### config.mk
export PLATFORM = sky130hd
export DESIGN_NAME = external_oscillator_control
export DESIGN_NICKNAME = d
export VERILOG_FILES = /design/src/verilog/ext_osc_pkg.sv /design/src/verilog/external_oscillator_control.sv
export VERILOG_INCLUDE_DIRS = /design/src /design/src/verilog
export SDC_FILE = /design/constraint.sdc
export NUM_CORES = 1
export LEC_CHECK = 0
export BUFFER_PORTS_ARGS = -buffer_cell sky130_fd_sc_hd__buf_2
export CORE_MARGIN = 8
export CORE_UTILIZATION = 45
export CTS_BUF_LIST = sky130_fd_sc_hd__clkbuf_4 sky130_fd_sc_hd__clkbuf_8
export CTS_CLUSTER_SIZE = 8
export DETAILED_ROUTE_END_ITERATION = 7
export PLACE_DENSITY_LB_ADDON = 0.3
export REMOVE_ABC_BUFFERS = 1
export SLEW_MARGIN = 20
export SYNTH_ARGS = -nofsm -noshare
export SYNTH_HDL_FRONTEND = slang
export SYNTH_SLANG_ARGS = --single-unit
### constraint.sdc
create_clock -name clk_in -period 1.9 [get_ports clk_in]
set_clock_uncertainty 0.15 [all_clocks]
set_input_delay 0.19 -clock clk_in [delete_from_list [all_inputs] [get_ports clk_in]]
set_output_delay 0.19 -clock clk_in [all_outputs]
set_load 0.02 [all_outputs]
### src/verilog/ext_osc_defines.svh
// Offsets, field positions and reset values of the oscillator control.
// Assumes inclusion by the control module only; the package does not include it.
`ifndef EXT_OSC_DEFINES_SVH
`define EXT_OSC_DEFINES_SVH

`define EXT_OSC_CTRL_ADDR 8'hb1
`define EXT_OSC_CTRL_RESET 8'h00
`define EXT_OSC_VALID_BIT 7
`define EXT_OSC_MODE_HI 6
`define EXT_OSC_MODE_LO 4
`define EXT_OSC_UNUSED_BIT 3
`define EXT_OSC_DRIVE_HI 2
`define EXT_OSC_DRIVE_LO 0
`define EXT_OSC_MODE_RESET 3'h0
`define EXT_OSC_DRIVE_RESET 3'h0

`endif

### src/verilog/ext_osc_pkg.sv
// Types shared by the external oscillator control.
// Assumes the defines header sits beside it.
package ext_osc_pkg;

    typedef enum logic [2:0] {
        MODE_OFF0 = 3'b000,
        MODE_OFF1 = 3'b001,
        MODE_CMOS = 3'b010,
        MODE_CMOS_DIV2 = 3'b011,
        MODE_RC = 3'b100,
        MODE_CAP = 3'b101,
        MODE_XTAL = 3'b110,
        MODE_XTAL_DIV2 = 3'b111
    } ext_osc_mode_t;

endpackage : ext_osc_pkg

### src/verilog/external_oscillator_control.sv
// Control register and mode decode of the external oscillator drive.
// Assumes a byte-wide special-function register port from the core and
// an amplitude detector on the analog side; its status is asynchronous.
`include "ext_osc_defines.svh"

// What this block does
// - Bit 7 read-only crystal valid flag
// - Modes 00x off, 010 CMOS, 011 CMOS/2
// - Bit 3 reads zero, writes ignored
// - Bits 2:0 select drive band
module external_oscillator_control
    import ext_osc_pkg::*;
(
    input wire logic clk_in,
    input wire logic srst_in,
    input wire logic [7:0] sfr_addr_in,
    input wire logic [7:0] sfr_wdata_in,
    input wire logic sfr_write_in,
    input wire logic sfr_read_in,
    input wire logic amp_stable_in,
    output logic [7:0] sfr_rdata_out,
    output logic osc_enable_out,
    output logic cmos_mode_out,
    output logic rc_mode_out,
    output logic cap_mode_out,
    output logic crystal_mode_out,
    output logic div2_out,
    output logic [2:0] ext_osc_drive_select_out
);

    logic [2:0] ext_osc_mode_select_ff;
    logic [2:0] ext_osc_drive_select_ff;
    logic stable_meta_ff;
    logic stable_sync_ff;
    logic crystal_valid_flag;
    logic [7:0] reg_view;
    logic [7:0] sfr_rdata_ff;
    logic sel;
    ext_osc_mode_t mode;
    logic nxt_osc_enable;
    logic nxt_cmos;
    logic nxt_rc;
    logic nxt_cap;
    logic nxt_xtal;
    logic nxt_div2;
    logic osc_enable_ff;
    logic cmos_ff;
    logic rc_ff;
    logic cap_ff;
    logic xtal_ff;
    logic div2_ff;

    // Only the one register address answers
    assign sel = (sfr_addr_in == `EXT_OSC_CTRL_ADDR);
    assign mode = ext_osc_mode_t'(ext_osc_mode_select_ff);

    // Mode field, written by software
    // Bits 7 and 3 of a write are dropped
    always_ff @(posedge clk_in) begin
        if (srst_in) begin
            ext_osc_mode_select_ff <= `EXT_OSC_MODE_RESET;
        end else if (sel && sfr_write_in) begin
            ext_osc_mode_select_ff <=
                sfr_wdata_in[`EXT_OSC_MODE_HI:`EXT_OSC_MODE_LO];
        end
    end

    always_ff @(posedge clk_in) begin
        if (srst_in) begin
            ext_osc_drive_select_ff <= `EXT_OSC_DRIVE_RESET;
        end else if (sel && sfr_write_in) begin
            ext_osc_drive_select_ff <=
                sfr_wdata_in[`EXT_OSC_DRIVE_HI:`EXT_OSC_DRIVE_LO];
        end
    end

    // Detector status crosses in from the analog side
    // Only the second flop is read by logic
    always_ff @(posedge clk_in) begin
        if (srst_in) begin
            stable_meta_ff <= 1'b0;
            stable_sync_ff <= 1'b0;
        end else begin
            stable_meta_ff <= amp_stable_in;
            stable_sync_ff <= stable_meta_ff;
        end
    end

    assign crystal_valid_flag = stable_sync_ff &&
        (ext_osc_mode_select_ff[2:1] == 2'b11);

    always_comb begin
        reg_view = 8'h00;
        reg_view[`EXT_OSC_VALID_BIT] = crystal_valid_flag;
        reg_view[`EXT_OSC_MODE_HI:`EXT_OSC_MODE_LO] = ext_osc_mode_select_ff;
        reg_view[`EXT_OSC_UNUSED_BIT] = 1'b0;
        reg_view[`EXT_OSC_DRIVE_HI:`EXT_OSC_DRIVE_LO] =
            ext_osc_drive_select_ff;
    end

    // Read data idles at zero between reads
    // Same-edge write and read returns the old byte
    always_ff @(posedge clk_in) begin
        if (srst_in) begin
            sfr_rdata_ff <= 8'h00;
        end else if (sel && sfr_read_in) begin
            sfr_rdata_ff <= reg_view;
        end else begin
            sfr_rdata_ff <= 8'h00;
        end
    end

    always_comb begin
        nxt_osc_enable = 1'b1;
        nxt_cmos = 1'b0;
        nxt_rc = 1'b0;
        nxt_cap = 1'b0;
        nxt_xtal = 1'b0;
        nxt_div2 = 1'b0;
        case (mode)
            MODE_OFF0, MODE_OFF1: begin
                nxt_osc_enable = 1'b0;
            end
            MODE_CMOS: begin
                nxt_cmos = 1'b1;
            end
            MODE_CMOS_DIV2: begin
                nxt_cmos = 1'b1;
                nxt_div2 = 1'b1;
            end
            MODE_RC: begin
                nxt_rc = 1'b1;
            end
            MODE_CAP: begin
                nxt_cap = 1'b1;
            end
            MODE_XTAL: begin
                nxt_xtal = 1'b1;
            end
            MODE_XTAL_DIV2: begin
                nxt_xtal = 1'b1;
                nxt_div2 = 1'b1;
            end
            default: begin
                nxt_osc_enable = 1'b0;
            end
        endcase
    end

    // Enable, low for codes 00x
    always_ff @(posedge clk_in) begin
        if (srst_in) begin
            osc_enable_ff <= 1'b0;
        end else begin
            osc_enable_ff <= nxt_osc_enable;
        end
    end

    // CMOS clock input kind
    always_ff @(posedge clk_in) begin
        if (srst_in) begin
            cmos_ff <= 1'b0;
        end else begin
            cmos_ff <= nxt_cmos;
        end
    end

    // RC network kind
    always_ff @(posedge clk_in) begin
        if (srst_in) begin
            rc_ff <= 1'b0;
        end else begin
            rc_ff <= nxt_rc;
        end
    end

    // Capacitor kind
    always_ff @(posedge clk_in) begin
        if (srst_in) begin
            cap_ff <= 1'b0;
        end else begin
            cap_ff <= nxt_cap;
        end
    end

    // Crystal kind, starts the amplitude detector
    always_ff @(posedge clk_in) begin
        if (srst_in) begin
            xtal_ff <= 1'b0;
        end else begin
            xtal_ff <= nxt_xtal;
        end
    end

    // Divide-by-2 stage after the source
    always_ff @(posedge clk_in) begin
        if (srst_in) begin
            div2_ff <= 1'b0;
        end else begin
            div2_ff <= nxt_div2;
        end
    end

    assign sfr_rdata_out = sfr_rdata_ff;
    assign osc_enable_out = osc_enable_ff;
    assign cmos_mode_out = cmos_ff;
    assign rc_mode_out = rc_ff;
    assign cap_mode_out = cap_ff;
    assign crystal_mode_out = xtal_ff;
    assign div2_out = div2_ff;
    assign ext_osc_drive_select_out = ext_osc_drive_select_ff;

endmodule : external_oscillator_control

==> reports/qor.json <==
{
  "clocking": {
    "cts.sinks": 21,
    "clockBufferDepth": 2,
    "clock_buffer_count_from_cts": 3,
    "clk-insertion-delay-late_ns": 0.29,
    "cts.root.buffer_cell": "clkbuf_4",
    "cts_resized": 0,
    "clkSlewWorstSetupHoldPaths_ns": 0.11,
    "clock_tree_from_tritoncts": "done",
    "ctsHtreeMaxLevel": 1
  },
  "power": {
    "power.net_switching_uw": 141,
    "switching_share_pct": 20.2,
    "share_clk_of_total_power_pct": 28.6,
    "p_int_uw": 555,
    "leak_nw": 0.503,
    "power.density_cell_area_nw_per_um2": 670,
    "vdd_ir_drop_max_mv": 0.468,
    "portion_of_total_power_attributed_to_combinational_logic_pct": 7.7,
    "sequential_power_share_pct": 63.6
  },
  "critical_path": {
    "slowest_delay_ns": 0.57,
    "worst-setup-path-type": "input pin to flip-flop",
    "worstPathArrival_ns": 1.51,
    "critical_path.endpoint_type": "flip-flop",
    "worstPathRequired_ns": 1.97,
    "critPathBufInv": 1,
    "worst_path_dominant_cell_family": "simple AND/OR/NAND/NOR gates",
    "crit_chain": "buf_2 -> or4b_4 -> nor3_4 -> mux2i_1",
    "startpoint_type": "input pin",
    "critical_path.reg2reg.startpoint": "ext_osc_mode_select_ff[1]",
    "worstReg2RegEnd": "sfr_rdata_out[7]",
    "rr_worst_depth": 3,
    "critPathMaxFanout": 6,
    "critical_path.slowest_cell": "or4b_4",
    "worst-r2r-setup-slack_ns": 0.80
  },
  "flow_run": {
    "max_cap_violations": 0
  },
  "finish": {
    "layout.core_utilization_pct": 62.2,
    "nNetsFinal": 129,
    "syn_to_final_growth_pct": 34.7,
    "layout.filler_cells": 147,
    "antenna-diode-count": 0,
    "drive_gt1_share_pct": 40.2,
    "fin_area_um2": 1040
  },
  "yosys": {
    "synth_seq_cells": 21,
    "syn_area_per_cell_um2": 11.9,
    "yosysWarnings": 0,
    "synth_async_sr_flop_share_pct": 0,
    "synth_cell_type_count": 17,
    "area_share_of_the_leading_cell_type_in_the_synthesized_netlist_pct": 54.5,
    "postSynth.topFlopCell": "dfxtp_1",
    "synth_area_um2": 771,
    "top_cells_by_area_synth": "dfxtp_1 55%, nand2b_1 9.7%, mux2i_1 7.8%",
    "ys_seq_area_share_pct": 54.5,
    "yosysMostFrequentCell": "dfxtp_1",
    "edff_count_synth": 0,
    "synthCells": 65,
    "yosys-top-cells-count": "21 x dfxtp_1, 12 x nand2b_1, 8 x and2_1",
    "yosys.area.top_type": "dfxtp_1"
  },
  "hold_path": {
    "hold-path-cell-count": 2,
    "hold_path_startpoint": "sfr_read_in",
    "hold_path.class": "input pin to flip-flop",
    "hold_ep": "sfr_rdata_out[7]"
  },
  "global_routing": {
    "initial_antenna_violation_count": 0,
    "grt_pass1_wl_um": 2250,
    "grt_max_degree": 18,
    "grtUsageTotal_pct": 8.52,
    "grt_pass1_vias": 575,
    "grt-ovfl-total": 0
  },
  "floorplan": {
    "full_die_area_um2": 3290,
    "core_um2": 1670,
    "floorplan.rows": 15,
    "die_x_um": 57.4,
    "floorplan.initialDensity_pct": 46.1,
    "dieHeight_um": 57.4,
    "num_io_pins": 38
  },
  "route": {
    "ant_nets": 0,
    "violation_count_after_the_first_detailed_route_iteration": 3,
    "dr.pass1.iters": 2,
    "via_count": 555,
    "detail_route.wirelength_um": 1420,
    "wl_per_cell_um": 11.4,
    "detail_route.vias_per_cell": 4.48,
    "post_detailed_route_drc_marker_count": 0
  },
  "placed_design": {
    "gpl.final_weighted_congestion": 0.664,
    "io_buffers": 34,
    "hpwlAfterDp_um": 1070,
    "detailed_place.area_um2": 951
  },
  "sta": {
    "worst_case_hold_slack_ns": 0.0110,
    "period_minus_slack_ns": 1.45,
    "period_utilization_post_route_pct": 76.1,
    "report.final.setup_viol": 0,
    "max_freq_mhz": 692,
    "maxSlewViolCount": 0,
    "setup_tns_ns": 0,
    "final-hold-violation-count": 0,
    "grt_setup_unrepaired": "false"
  },
  "status": {
    "outcome": "complete, no violations"
  }
}
[kinds of logic (layout without fill, tap and decap cells)]
logic type | count (synthesis) | count (layout) | share of synthesized area (%)
flops | 21 | 21 | 54.5
mux | 6 | 6 | 7.79
simple gates | 34 | 34 | 33.4
buf+inv | 3 | 45 | 3.73
other cells | 1 | 1 | 0.487
[power groups by stage]
stage                     clock network (mW)  logic [mW]  registers, mW
final                                  0.199      0.0538          0.443
after global routing                   0.225      0.0585          0.443
after CTS                              0.210      0.0542          0.443
after detailed placement                   0      0.0450          0.453
after global placement                     0      0.0436          0.453
after floorplan                            0      0.0200          0.453
[placed cells by master (no fill, tap or decap), drive strengths merged]
master,n
buf,34
dfxtp,21
nand2b,12
and2,8
mux2i,6
dlygate4sd3,6
nor2,4
nor2b,3
clkbuf,3
nor3,2
bufinv,1
or4b,1
nand4b,1
nor4b,1
and4,1
nor3b,1
conb,1
clkinv,1
[registers in the layout, indices dropped and copies added (netlist names)]
signal                    count
ext_osc_drive_select_out      3
stable_meta_ff                1
stable_sync_ff                1
sfr_rdata_out                 7
osc_enable_out                1
cap_mode_out                  1
cmos_mode_out                 1
rc_mode_out                   1
crystal_mode_out              1
div2_out                      1
ext_osc_mode_select_ff        3
[how the worst max path moves through the flow]
| stage | from | to | slack, ns | cells past startpoint |
|---|---|---|---|---|
| final | sfr_addr_in[6] | ext_osc_drive_select_out[1] | 0.45 | 4 |
| after global routing | sfr_addr_in[6] | ext_osc_drive_select_out[1] | 0.44 | 4 |
| after CTS | sfr_addr_in[6] | ext_osc_mode_select_ff[0] | 0.46 | 4 |
| after detailed placement | sfr_addr_in[6] | ext_osc_mode_select_ff[0] | 0.15 | 4 |
| after global placement | sfr_addr_in[6] | ext_osc_drive_select_out[1] | 0.18 | 4 |
| after floorplan | sfr_addr_in[6] | ext_osc_drive_select_out[0] | 0.38 | 3 |
[final cells by class]
| type | instances | area (µm²) | area share [%] |
|---|---|---|---|
| Multi-Input combinational cell | 41 | 322 | 31.0 |
| Clock inverter | 1 | 5.00 | 0.482 |
| Timing Repair Buffer | 40 | 230 | 22.2 |
| Clock buffer | 3 | 22.5 | 2.17 |
| Tap cell | 17 | 21.3 | 2.05 |
| Inverter | 1 | 17.5 | 1.69 |
| Sequential cell | 21 | 420 | 40.5 |
[through the flow]
| step | total power [mW] | instances | setup slack (ns) |
|---|---|---|---|
| final | 0.696 | 124 | 0.454 |
| after global routing | 0.726 | 124 | 0.437 |
| after CTS | 0.707 | 124 | 0.463 |
| after detailed placement | 0.498 | 114 | 0.150 |
| after global placement | 0.496 | 114 | 0.183 |
| after floorplan | 0.473 | 63 | 0.379 |
[per-layer routing]
metal	track usage, %	up-vias	part of all wire, %
met4	4.29	0	0.85
met2	16.2	21	50
met3	4.48	2	10
met1	6.82	239	39
li1	-	293	-
met5	0	-	0
[worst reg2reg max path, delay by kind of cell, from the launching register on]
family	cells	cell delay, ns
AND/OR/NAND/NOR	3	0.50
flip-flops	1	0.36
[timing repair]
item / CTS / global route
hold buffers: 6 / 0
setup buffers: 0 / 0
endpoints found under the hold margin: 6 / 0
Power figures use the tool's default switching activity.
